==> src/verilog/shift_unit_pkg.sv <==
// shared constants, types and register map of the shift, rotate and
// sign/test execution unit.
// assumes one 25 MHz clock and a 32-bit AHB-Lite register bus.
package shift_unit_pkg;

  localparam int AC_W   = 38;  // S, Q, P and bits 1..35
  localparam int MQ_W   = 36;  // S and bits 1..35
  localparam int ADDR_W = 15;  // address field, bits 21..35
  localparam int CNT_W  = 8;   // effective address bits 28..35
  localparam int TAG_W  = 3;

  // bit positions inside the packed accumulator and mq vectors
  localparam int AC_S  = 37;
  localparam int AC_Q  = 36;
  localparam int AC_P  = 35;
  localparam int AC_B1 = 34;
  localparam int MQ_S  = 35;

  // register offsets (byte addresses)
  localparam logic [7:0] OFF_CMD    = 8'h00;
  localparam logic [7:0] OFF_ADDR   = 8'h04;
  localparam logic [7:0] OFF_INDEX  = 8'h08;
  localparam logic [7:0] OFF_AC_LO  = 8'h0c;
  localparam logic [7:0] OFF_AC_HI  = 8'h10;
  localparam logic [7:0] OFF_MQ_LO  = 8'h14;
  localparam logic [7:0] OFF_MQ_HI  = 8'h18;
  localparam logic [7:0] OFF_IC     = 8'h1c;
  localparam logic [7:0] OFF_STATUS = 8'h20;

  // field positions
  localparam int CMD_SS_LSB   = 3;   // storage-sign variant, cmd bits 4:3
  localparam int ADDR_TAG_LSB = 15;  // tag, addr bits 17:15
  localparam int ST_BUSY = 0;
  localparam int ST_OVF  = 1;
  localparam int ST_DIV  = 2;
  localparam int ST_IOC  = 3;
  localparam int ST_SKIP = 4;

  // reset values
  localparam logic [AC_W-1:0]   AC_RST = 38'h00_0000_0000;
  localparam logic [MQ_W-1:0]   MQ_RST = 36'h0_0000_0000;
  localparam logic [ADDR_W-1:0] IC_RST = 15'h0000;

  // sub-operation codes carried in the low address bits
  localparam logic [3:0] SUB_CHS = 4'h0;  // change sign
  localparam logic [3:0] SUB_SSP = 4'h1;  // set sign plus
  localparam logic [3:0] SUB_LBT = 4'h2;  // low-order bit test
  localparam logic [3:0] SUB_PBT = 4'h3;  // p bit test
  localparam logic [3:0] SUB_DCT = 4'h4;  // divide check test
  localparam logic [3:0] SUB_ICT = 4'h5;  // i-o check test
  localparam int SUB_SW_BIT = 3;          // set: sense switch test

  typedef enum logic [2:0] {
    OP_LSHL  = 3'h0, OP_LSHR = 3'h1, OP_LONGL = 3'h2, OP_LONGR = 3'h3,
    OP_ROT   = 3'h4, OP_SIGNT = 3'h5, OP_STSIGN = 3'h6, OP_NONE = 3'h7
  } op_t;

  typedef enum logic [1:0] {
    SS_MINUS = 2'h0, SS_PLUS = 2'h1, SS_TMINUS = 2'h2, SS_TPLUS = 2'h3
  } ss_t;

  typedef enum logic [2:0] {
    S_IDLE = 3'h0, S_DECODE = 3'h1, S_SHIFT = 3'h2, S_FINISH = 3'h3,
    S_MEM_RD = 3'h4, S_MEM_WR = 3'h5, S_STEP = 3'h6
  } state_t;

  typedef struct packed {
    logic              valid;
    logic              we;
    logic [ADDR_W-1:0] addr;
    logic [MQ_W-1:0]   wdata;
  } mem_req_t;

  typedef struct packed {
    logic       wr;
    logic [7:0] off;
  } ahb_addr_t;

endpackage

==> src/verilog/shift_counter.sv <==
// down-counter that paces shifts and rotates one position per step.
// assumes load and dec are never raised together.
`timescale 1ns/10ps
module shift_counter #(
  parameter int W = 8
) (
  input  wire logic         hclk,
  input  wire logic         hresetn,
  input  wire logic         load,
  input  wire logic [W-1:0] load_val,
  input  wire logic         dec,
  output logic      [W-1:0] count,
  output logic              zero
);
  logic [W-1:0] cnt_ff;
  logic [W-1:0] nxt_cnt;

  // a load wins; decrement only while nonzero so it never wraps
  always_comb begin
    nxt_cnt = cnt_ff;
    if (load) begin
      nxt_cnt = load_val;
    end else if (dec && cnt_ff != '0) begin
      nxt_cnt = cnt_ff - W'(1);
    end
  end

  always_ff @(posedge hclk or negedge hresetn) begin
    if (!hresetn) begin
      cnt_ff <= '0;
    end else begin
      cnt_ff <= nxt_cnt;
    end
  end

  assign count = cnt_ff;
  assign zero  = (cnt_ff == '0);
endmodule

==> src/verilog/eff_addr_unit.sv <==
// effective address former: indexes the address field when tagged.
// assumes the index value is already selected by the tag elsewhere.
`timescale 1ns/10ps
module eff_addr_unit #(
  parameter int AW = 15,
  parameter int TW = 3
) (
  input  wire logic          hclk,
  input  wire logic          hresetn,
  input  wire logic          calc,
  input  wire logic [AW-1:0] base,
  input  wire logic [TW-1:0] tag,
  input  wire logic [AW-1:0] index,
  output logic      [AW-1:0] ea
);
  logic [AW-1:0] ea_ff;
  logic [AW-1:0] nxt_ea;

  // address arithmetic wraps modulo the field width, like the adder
  always_comb begin
    nxt_ea = ea_ff;
    if (calc) begin
      nxt_ea = (tag != '0) ? AW'(base + index) : base;
    end
  end

  always_ff @(posedge hclk or negedge hresetn) begin
    if (!hresetn) begin
      ea_ff <= '0;
    end else begin
      ea_ff <= nxt_ea;
    end
  end

  assign ea = ea_ff;
endmodule

==> src/verilog/shift_rotate_sign_test_unit.sv <==
// shift, rotate, sign alteration, skip test and storage-sign unit.
// assumes a single-slave AHB-Lite bus, a core storage port that
// answers each held request with a one-cycle mem_ack, and console
// switches arriving asynchronously on pins.
//
// Overview of operation
// - effective address is address field plus index when tag nonzero
// - counter loads effective address bits 28..35; shifts never use storage
// - shift one place and decrement while counter nonzero; zero shifts nothing
// - logical left chains ac q..35 with mq s..35, mq 35 gets 0
// - logical shifts keep the accumulator sign unchanged
// - left shifts set overflow when a 1 leaves ac bit 1
// - logical right moves ac 35 to mq s, q gets 0, no overflow
// - long left skips mq sign; mq bit 1 enters ac 35
// - long left ends by copying mq sign into ac sign
// - long right feeds mq bit 1, ends copying ac sign to mq
// - rotate turns mq left, sign wrapping into bit 35
// - change sign inverts ac sign; set plus clears it
// - low address bits after indexing choose the sign or test operation
// - low-order test skips when ac bit 35 is one
// - p bit test skips when ac p bit is one
// - divide check test clears indicator if on, else skips
// - i-o check test behaves alike with the i-o indicator
// - sense switch test skips when the chosen switch is on
// - make minus reads word, sets sign, writes back same address
// - make plus reads word, clears sign, writes back same address
// - storage minus test skips when the read sign is one
// - storage plus test skips on sign zero; accumulator never touched
//
// Register access over AHB-Lite and the register offsets are this design's own decisions.
`timescale 1ns/10ps
module shift_rotate_sign_test_unit
  import shift_unit_pkg::*;
#(
  parameter int SWITCHES = 6
) (
  input  wire logic              hclk,
  input  wire logic              hresetn,
  input  wire logic              hsel,
  input  wire logic [31:0]       haddr,
  input  wire logic [1:0]        htrans,
  input  wire logic              hwrite,
  input  wire logic [2:0]        hsize,
  input  wire logic [31:0]       hwdata,
  input  wire logic              hready,
  output logic                   hreadyout,
  output logic                   hresp,
  output logic      [31:0]       hrdata,
  output mem_req_t               mem_req,
  input  wire logic              mem_ack,
  input  wire logic [MQ_W-1:0]   mem_rdata,
  input  wire logic [SWITCHES-1:0] sense_sw,
  input  wire logic              div_check_set,
  input  wire logic              io_check_set
);
  // elaboration stops on a switch count the select logic cannot index
  if (SWITCHES < 1 || SWITCHES > 8) begin : g_bad_switches
    $error("SWITCHES must lie in 1..8");
  end

  state_t            state_ff, nxt_state;
  logic [AC_W-1:0]   ac_ff, nxt_ac;
  logic [MQ_W-1:0]   mq_ff, nxt_mq;
  logic [ADDR_W-1:0] ic_ff, nxt_ic;
  logic [ADDR_W-1:0] base_ff, nxt_base;
  logic [ADDR_W-1:0] index_ff, nxt_index;
  logic [TAG_W-1:0]  tag_ff, nxt_tag;
  logic [4:0]        cmd_ff, nxt_cmd;
  logic [MQ_W-1:0]   mdb_ff, nxt_mdb;
  mem_req_t          mreq_ff, nxt_mreq;
  logic              skip_ff, nxt_skip;
  logic              ovf_ff, nxt_ovf;
  logic              div_ff, nxt_div;
  logic              ioc_ff, nxt_ioc;
  ahb_addr_t         ap_ff, nxt_ap;
  logic              ap_vld_ff, nxt_ap_vld;
  logic [31:0]       rdata_ff, nxt_rdata;
  logic [SWITCHES-1:0] sw_meta_ff, sw_sync_ff;

  logic              ea_calc, cnt_load, cnt_dec, cnt_zero;
  logic              ovf_set, ovf_clr, div_clr, ioc_clr;
  logic              bus_wr, idle;
  logic [ADDR_W-1:0] ea;
  logic [CNT_W-1:0]  cnt;
  logic [31:0]       status;
  op_t               op;
  ss_t               ss;

  assign op     = op_t'(cmd_ff[2:0]);
  assign ss     = ss_t'(cmd_ff[CMD_SS_LSB +: 2]);
  assign idle   = (state_ff == S_IDLE);
  assign bus_wr = ap_vld_ff && ap_ff.wr;
  assign status = {27'h000_0000, skip_ff, ioc_ff, div_ff, ovf_ff, !idle};

  eff_addr_unit #(.AW(ADDR_W), .TW(TAG_W)) u_ea (
    .hclk    (hclk),
    .hresetn (hresetn),
    .calc    (ea_calc),
    .base    (base_ff),
    .tag     (tag_ff),
    .index   (index_ff),
    .ea      (ea)
  );

  shift_counter #(.W(CNT_W)) u_cnt (
    .hclk     (hclk),
    .hresetn  (hresetn),
    .load     (cnt_load),
    .load_val (ea[CNT_W-1:0]),
    .dec      (cnt_dec),
    .count    (cnt),
    .zero     (cnt_zero)
  );

  // bus slave: zero wait states, read data registered in address phase;
  // a read right behind a write to the same register sees the old value
  always_comb begin
    nxt_ap_vld = hsel && hready && htrans[1];
    nxt_ap     = ap_ff;
    nxt_rdata  = rdata_ff;
    if (hsel && hready && htrans[1]) begin
      nxt_ap.wr  = hwrite;
      nxt_ap.off = haddr[7:0];
      if (!hwrite) begin
        unique case (haddr[7:0])
          OFF_CMD:    nxt_rdata = {27'h000_0000, cmd_ff};
          OFF_ADDR:   nxt_rdata = {14'h0000, tag_ff, base_ff};
          OFF_INDEX:  nxt_rdata = {17'h0_0000, index_ff};
          OFF_AC_LO:  nxt_rdata = ac_ff[31:0];
          OFF_AC_HI:  nxt_rdata = {26'h000_0000, ac_ff[AC_W-1:32]};
          OFF_MQ_LO:  nxt_rdata = mq_ff[31:0];
          OFF_MQ_HI:  nxt_rdata = {28'h000_0000, mq_ff[MQ_W-1:32]};
          OFF_IC:     nxt_rdata = {17'h0_0000, ic_ff};
          OFF_STATUS: nxt_rdata = status;
          default:    nxt_rdata = 32'h0000_0000;
        endcase
      end
    end
  end

  always_ff @(posedge hclk or negedge hresetn) begin
    if (!hresetn) begin
      ap_vld_ff <= 1'b0;
      ap_ff     <= '0;
      rdata_ff  <= 32'h0000_0000;
    end else begin
      ap_vld_ff <= nxt_ap_vld;
      ap_ff     <= nxt_ap;
      rdata_ff  <= nxt_rdata;
    end
  end

  assign hreadyout = 1'b1;
  assign hresp     = 1'b0;
  assign hrdata    = rdata_ff;

  // console switches are asynchronous: two flops before any use
  always_ff @(posedge hclk or negedge hresetn) begin
    if (!hresetn) begin
      sw_meta_ff <= '0;
      sw_sync_ff <= '0;
    end else begin
      sw_meta_ff <= sense_sw;
      sw_sync_ff <= sw_meta_ff;
    end
  end

  // indicators: a set in the same cycle as a clear wins
  always_comb begin
    ovf_clr = bus_wr && ap_ff.off == OFF_STATUS && hwdata[ST_OVF];
    nxt_ovf = ovf_set || (ovf_ff && !ovf_clr);
    nxt_div = div_check_set || (div_ff && !div_clr);
    nxt_ioc = io_check_set || (ioc_ff && !ioc_clr);
  end

  always_ff @(posedge hclk or negedge hresetn) begin
    if (!hresetn) begin
      ovf_ff <= 1'b0;
      div_ff <= 1'b0;
      ioc_ff <= 1'b0;
    end else begin
      ovf_ff <= nxt_ovf;
      div_ff <= nxt_div;
      ioc_ff <= nxt_ioc;
    end
  end

  // sequencer and datapath
  always_comb begin
    nxt_state = state_ff;
    nxt_ac    = ac_ff;
    nxt_mq    = mq_ff;
    nxt_ic    = ic_ff;
    nxt_base  = base_ff;
    nxt_index = index_ff;
    nxt_tag   = tag_ff;
    nxt_cmd   = cmd_ff;
    nxt_mdb   = mdb_ff;
    nxt_mreq  = mreq_ff;
    nxt_skip  = skip_ff;
    ea_calc   = 1'b0;
    cnt_load  = 1'b0;
    cnt_dec   = 1'b0;
    ovf_set   = 1'b0;
    div_clr   = 1'b0;
    ioc_clr   = 1'b0;
    // software may only alter operands while no instruction runs
    if (bus_wr && idle) begin
      unique case (ap_ff.off)
        OFF_CMD: begin
          nxt_cmd   = hwdata[4:0];
          nxt_skip  = 1'b0;
          ea_calc   = 1'b1;
          nxt_state = S_DECODE;
        end
        OFF_ADDR: begin
          nxt_base = hwdata[ADDR_W-1:0];
          nxt_tag  = hwdata[ADDR_TAG_LSB +: TAG_W];
        end
        OFF_INDEX: nxt_index = hwdata[ADDR_W-1:0];
        OFF_AC_LO: nxt_ac[31:0] = hwdata;
        OFF_AC_HI: nxt_ac[AC_W-1:32] = hwdata[AC_W-33:0];
        OFF_MQ_LO: nxt_mq[31:0] = hwdata;
        OFF_MQ_HI: nxt_mq[MQ_W-1:32] = hwdata[MQ_W-33:0];
        OFF_IC:    nxt_ic = hwdata[ADDR_W-1:0];
        default: ;
      endcase
    end
    unique case (state_ff)
      S_IDLE: ;
      S_DECODE: begin
        unique case (op)
          OP_LSHL, OP_LSHR, OP_LONGL, OP_LONGR, OP_ROT: begin
            cnt_load  = 1'b1;
            nxt_state = S_SHIFT;
          end
          OP_SIGNT: begin
            nxt_state = S_STEP;
            if (ea[SUB_SW_BIT]) begin
              // switch numbers beyond the fitted set never skip
              nxt_skip = (32'(ea[2:0]) < SWITCHES) &&
                         sw_sync_ff[ea[2:0]];
            end else begin
              unique case (ea[3:0])
                SUB_CHS: nxt_ac[AC_S] = !ac_ff[AC_S];
                SUB_SSP: nxt_ac[AC_S] = 1'b0;
                SUB_LBT: nxt_skip = ac_ff[0];
                SUB_PBT: nxt_skip = ac_ff[AC_P];
                SUB_DCT: begin
                  nxt_skip = !div_ff;
                  div_clr  = div_ff;
                end
                SUB_ICT: begin
                  nxt_skip = !ioc_ff;
                  ioc_clr  = ioc_ff;
                end
                default: ;
              endcase
            end
          end
          OP_STSIGN: begin
            nxt_mreq  = '{valid: 1'b1, we: 1'b0, addr: ea, wdata: '0};
            nxt_state = S_MEM_RD;
          end
          OP_NONE: nxt_state = S_STEP;
        endcase
      end
      S_SHIFT: begin
        if (cnt_zero) begin
          nxt_state = S_FINISH;
        end else begin
          cnt_dec = 1'b1;
          unique case (op)
            OP_LSHL: begin
              {nxt_ac[AC_Q:0], nxt_mq} = {ac_ff[AC_P:0], mq_ff, 1'b0};
              ovf_set = ac_ff[AC_B1];
            end
            OP_LSHR: {nxt_ac[AC_Q:0], nxt_mq} =
              {1'b0, ac_ff[AC_Q:0], mq_ff[MQ_S:1]};
            OP_LONGL: begin
              {nxt_ac[AC_Q:0], nxt_mq[MQ_S-1:0]} =
                {ac_ff[AC_P:0], mq_ff[MQ_S-1:0], 1'b0};
              ovf_set = ac_ff[AC_B1];
            end
            OP_LONGR: {nxt_ac[AC_Q:0], nxt_mq[MQ_S-1:0]} =
              {1'b0, ac_ff[AC_Q:0], mq_ff[MQ_S-1:1]};
            OP_ROT: nxt_mq = {mq_ff[MQ_S-1:0], mq_ff[MQ_S]};
            default: ;
          endcase
        end
      end
      S_FINISH: begin
        if (op == OP_LONGL) begin
          nxt_ac[AC_S] = mq_ff[MQ_S];
        end
        if (op == OP_LONGR) begin
          nxt_mq[MQ_S] = ac_ff[AC_S];
        end
        nxt_state = S_STEP;
      end
      S_MEM_RD: begin
        if (mem_ack) begin
          nxt_mdb = mem_rdata;
          unique case (ss)
            SS_MINUS, SS_PLUS: begin
              nxt_mdb[MQ_S] = (ss == SS_MINUS);
              nxt_mreq.we    = 1'b1;
              nxt_mreq.wdata = nxt_mdb; // the buffer goes back whole
              nxt_state      = S_MEM_WR;
            end
            SS_TMINUS: begin
              nxt_skip       = mem_rdata[MQ_S];
              nxt_mreq.valid = 1'b0;
              nxt_state      = S_STEP;
            end
            SS_TPLUS: begin
              nxt_skip       = !mem_rdata[MQ_S];
              nxt_mreq.valid = 1'b0;
              nxt_state      = S_STEP;
            end
          endcase
        end
      end
      S_MEM_WR: begin
        if (mem_ack) begin
          nxt_mreq.valid = 1'b0;
          nxt_state      = S_STEP;
        end
      end
      S_STEP: begin
        nxt_ic    = ic_ff + ADDR_W'(1) + ADDR_W'(skip_ff);
        nxt_state = S_IDLE;
      end
      default: nxt_state = S_IDLE; // unused code falls back to idle
    endcase
  end

  always_ff @(posedge hclk or negedge hresetn) begin
    if (!hresetn) begin
      state_ff <= S_IDLE;
      ac_ff    <= AC_RST;
      mq_ff    <= MQ_RST;
      ic_ff    <= IC_RST;
      base_ff  <= '0;
      index_ff <= '0;
      tag_ff   <= '0;
      cmd_ff   <= '0;
      mdb_ff   <= '0;
      mreq_ff  <= '0;
      skip_ff  <= 1'b0;
    end else begin
      state_ff <= nxt_state;
      ac_ff    <= nxt_ac;
      mq_ff    <= nxt_mq;
      ic_ff    <= nxt_ic;
      base_ff  <= nxt_base;
      index_ff <= nxt_index;
      tag_ff   <= nxt_tag;
      cmd_ff   <= nxt_cmd;
      mdb_ff   <= nxt_mdb;
      mreq_ff  <= nxt_mreq;
      skip_ff  <= nxt_skip;
    end
  end

  assign mem_req = mreq_ff;

  logic shifting;
  assign shifting = (state_ff == S_SHIFT) && !cnt_zero;
endmodule

==> config.mk <==
export PLATFORM = sky130hd
export DESIGN_NAME = shift_rotate_sign_test_unit
export DESIGN_NICKNAME = d
export VERILOG_FILES = /design/src/verilog/shift_unit_pkg.sv /design/src/verilog/shift_counter.sv /design/src/verilog/eff_addr_unit.sv /design/src/verilog/shift_rotate_sign_test_unit.sv
export SDC_FILE = /design/constraint.sdc
export NUM_CORES = 1
export LEC_CHECK = 0
export ABC_AREA = 0
export BUFFER_PORTS_ARGS = -buffer_cell sky130_fd_sc_hd__buf_2
export CAP_MARGIN = 20
export CORE_MARGIN = 2
export CORE_UTILIZATION = 47
export CTS_BUF_LIST = sky130_fd_sc_hd__clkbuf_4 sky130_fd_sc_hd__clkbuf_8 sky130_fd_sc_hd__clkbuf_16
export DETAILED_ROUTE_END_ITERATION = 12
export PLACE_DENSITY = 0.68
export SETUP_SLACK_MARGIN = 0.05
export SLEW_MARGIN = 20
export SYNTH_ARGS = -nofsm -noshare
export SYNTH_HDL_FRONTEND = slang
export SYNTH_SLANG_ARGS = --single-unit
export TNS_END_PERCENT = 5
==> constraint.sdc <==
create_clock -name hclk -period 2.48 [get_ports hclk]
set_input_delay 0.124 -clock hclk [delete_from_list [all_inputs] [get_ports hclk]]
set_output_delay 0.124 -clock hclk [all_outputs]
set_load 0.02 [all_outputs]
==> out/metrics.cfg <==
[run_status]
status = finished, final reports clean

[timing]
setup_slack_ns = 0.139
worst_pin_slew_ns = 0.642
max_slew_margin_pct = 56.8
fin_crit_sh_pct = 94.4
drv_slew = 0
hold_viol = 0
rsz0062_at_grt = true
setup_viol = 0
fmax_ghz = 0.427
tns_ns = 0
fin_crit_ns = 2.34
skew_ns = 0.0133

[layout]
finalNonFillerCells = 1936
drive_gt1_share_pct = 24.7
diodes = 0
area_growth_pct = 25.3
nNetsFinal = 1666
final_util_pct = 59.4
multi_input_area_sq_mm = 0.00648
regArea_sq_mm = 0.00661
fill_cells = 2366

[die]
io_pins = 206
initial_core_util_pct = 47.4
core-area_sq_mm = 0.0285
die_w_um = 173
design.die.area_sq_mm = 0.0301
fp.dieH_um = 173
rows = 62

[grt]
grtUsageTotal_pct = 25.7
first_global_vias = 11400
grt_pass1_wl_um = 62700
antenna_found_initial = 0
grt_overflow = 0
grt_max_degree = 77

[synthesis]
avgSynthCellArea_sq_um = 10.6
synth_seq_cells = 264
synth_top_area_cell = dfrtp_1
synth_fp_nets = 1410
yosysSeqAreaShare_pct = 49.0
yosys-top-cells-area = dfrtp_1 (49%), mux2i_1 (8.5%), mux2_2 (4.6%), o21ai_0 (3.6%), a21oi_1 (3.2%)
syn_area_sq_mm = 0.0135
synth_cell_types = 72
synth.top_cell.area_share_pct = 49.0
synth-main-ff-cell = dfrtp_1
async_flop_share_pct = 100
synth_warnings = 0
postSynthCellCount = 1273
synth_edf_count = 0

[drt]
routed_wl_um = 38600
via_count = 11500
avgRoutedWirePerCell_um = 20.0
drt_iter0_markers = 882
via_per_inst = 5.92
ant_nets = 0
route.detailed.drc = 0
first_pass_iters = 7

[worst_setup_path]
cp_top_family = compound AO/OA/AOI/OAI gates
crit_type = register to register
critPathCaptureType = register
cp_cell_sequence = ha_2 -> inv_1 -> fa_2 -> nor2b_4 -> o2111ai_2 -> a211oi_2 -> buf_4 -> buf_4 -> o21a_1 -> nor3_1 -> a21oi_1 -> o21ai_0
cp.required_ns = 2.90
cp_max_fo = 3
r2r_end = u_ea.ea[10]
start_kind = register
worstRegToRegCells = 12
worst_path_most_repeated_cell = buf_4
crit_arrival_ns = 2.76
cp.buffers_inverters = 3
cpMaxStageDelayCell = dfrtp_1
cpPeakStageDelay_ns = 0.38
reg2reg_slack_ns = 0.14
r2r-start = index_ff[0]

[placement]
gp_congestion = 0.951
preCtsSetupSlack_ns = 0.0577
hpwl_um = 25700
dp.cells = 1793
portBuffers = 175

[power]
peakVddDrop_mv = 0.450
power.density_mw_per_mm2 = 763
power.total_w = 0.0129
p_leak_nw = 8.10

[clock_network]
cts_tree = done
cts_root_buffer = clkbuf_16
insertion_delay_ns = 0.56
clkTransAtPathRegs_ns = 0.06
htreeDepth = 1
cts.sinks = 264
clock_path_buffers = 3
numCtsBuffers = 29

[min_path]
min_path_type = input port to register
min_path_cells = 2
hold_path_end = ap_ff[3]
hp-start = haddr[3]

[flow_run]
maxCapViolCount = 0

==> flip-flops by register name (all words and copies together), names as in the netlist, 3 cells and up <==
name and count:
u_ea.ea 15, base_ff 15, u_cnt.count 8, ic_ff 15, sw_sync_ff 6, state_ff 3, mem_req 53, hrdata 32
ap_ff 9, index_ff 15, cmd_ff 5, ac_ff 38, tag_ff 3, mq_ff 36, sw_meta_ff 6
==> where the power goes <==
part / internal (W) / total [W] / switching [W]
Clock: 0.00284 / 0.00463 / 0.00179
Sequential: 0.00505 / 0.00595 / 0.000900
Combinational: 0.00109 / 0.00231 / 0.00122
Total: 0.00898 / 0.0129 / 0.00391
==> stage by stage <==
step / cell area (sq um) / hold slack [ns]
final: 16900 / 0.0412
after global routing: 16900 / 0.0262
after CTS: 16800 / 0.00284
after detailed placement: 14900 / 0.155
after global placement: 14900 / 0.141
after floorplan: 13500 / -0.172
==> how the worst max path moves through the flow <==
stage	startpoint	endpoint	slack, ns	depth (start not counted)
after floorplan	base_ff[0]	u_ea.ea[14]	0.22	10
after global placement	index_ff[0]	u_ea.ea[14]	0.14	11
after detailed placement	index_ff[0]	u_ea.ea[14]	0.06	11
after CTS	index_ff[0]	u_ea.ea[14]	0.05	11
after global routing	index_ff[0]	u_ea.ea[14]	0.009	11
final	index_ff[0]	u_ea.ea[10]	0.14	12
==> repair_timing <==
action	in CTS	in global routing
resized for setup	1	9
endpoints found under the hold margin	219	0
pin swaps	1	2
setup buffers	0	2
endpoints found under the setup margin	1	7
hold buffers	87	0
==> layout by cell type, fill, tap and decap left out, types with 29 or more instances in the layout <==
master           n
a22o_1          38
mux2_2          55
a21oi_1         85
or3_1           37
buf_4           47
o21ai_0         97
a221oi_1        40
a22oi_1         34
buf_2          174
dfrtp_1        263
clkbuf_16       29
nand2_1        105
dlygate4sd3_1   87
mux2i_1        115
nor2_1          53
==> layout make-up <==
cell class	count	area share, %
inverters	16	0.355
clock inverters	13	1.10
repair buffers	315	13.2
clock buffers	41	5.09
flip-flops and latches	264	39.1
well taps	384	2.84
multi-input cells	903	38.3
==> cell families after synthesis <==
| kind of cell | count (synthesis) | share of synthesized area, % |
|---|---|---|
| xor+xnor | 15 | 0.974 |
| flops | 264 | 49.0 |
| other cells | 2 | 0.0557 |
| simple gates | 302 | 11.4 |
| fa+ha+maj | 18 | 1.73 |
| buf+inv | 106 | 3.50 |
| mux | 179 | 14.2 |
| compound gates | 387 | 19.1 |
==> Yosys cell counts (all sizes together) (17+ instances only) <==
cell / n
a21o: 19
a21oi: 87
a221oi: 40
a22o: 38
a22oi: 34
buf: 29
clkbuf: 61
dfrtp: 264
ha: 17
mux2: 63
mux2i: 115
nand2: 109
nand3: 18
nor2: 57
nor3: 24
o21ai: 103
or3: 37
==> routing by layer <==
layer / wire length (um) / share of wire [%] / GRT usage, %
met1: 16900 / 44 / 35.8
met2: 18200 / 47 / 41.2
met3: 2500 / 6.5 / 3.90
met4: 1090 / 2.8 / 8.51
met5: 0 / 0 / 0
Power figures use the tool's default switching activity.
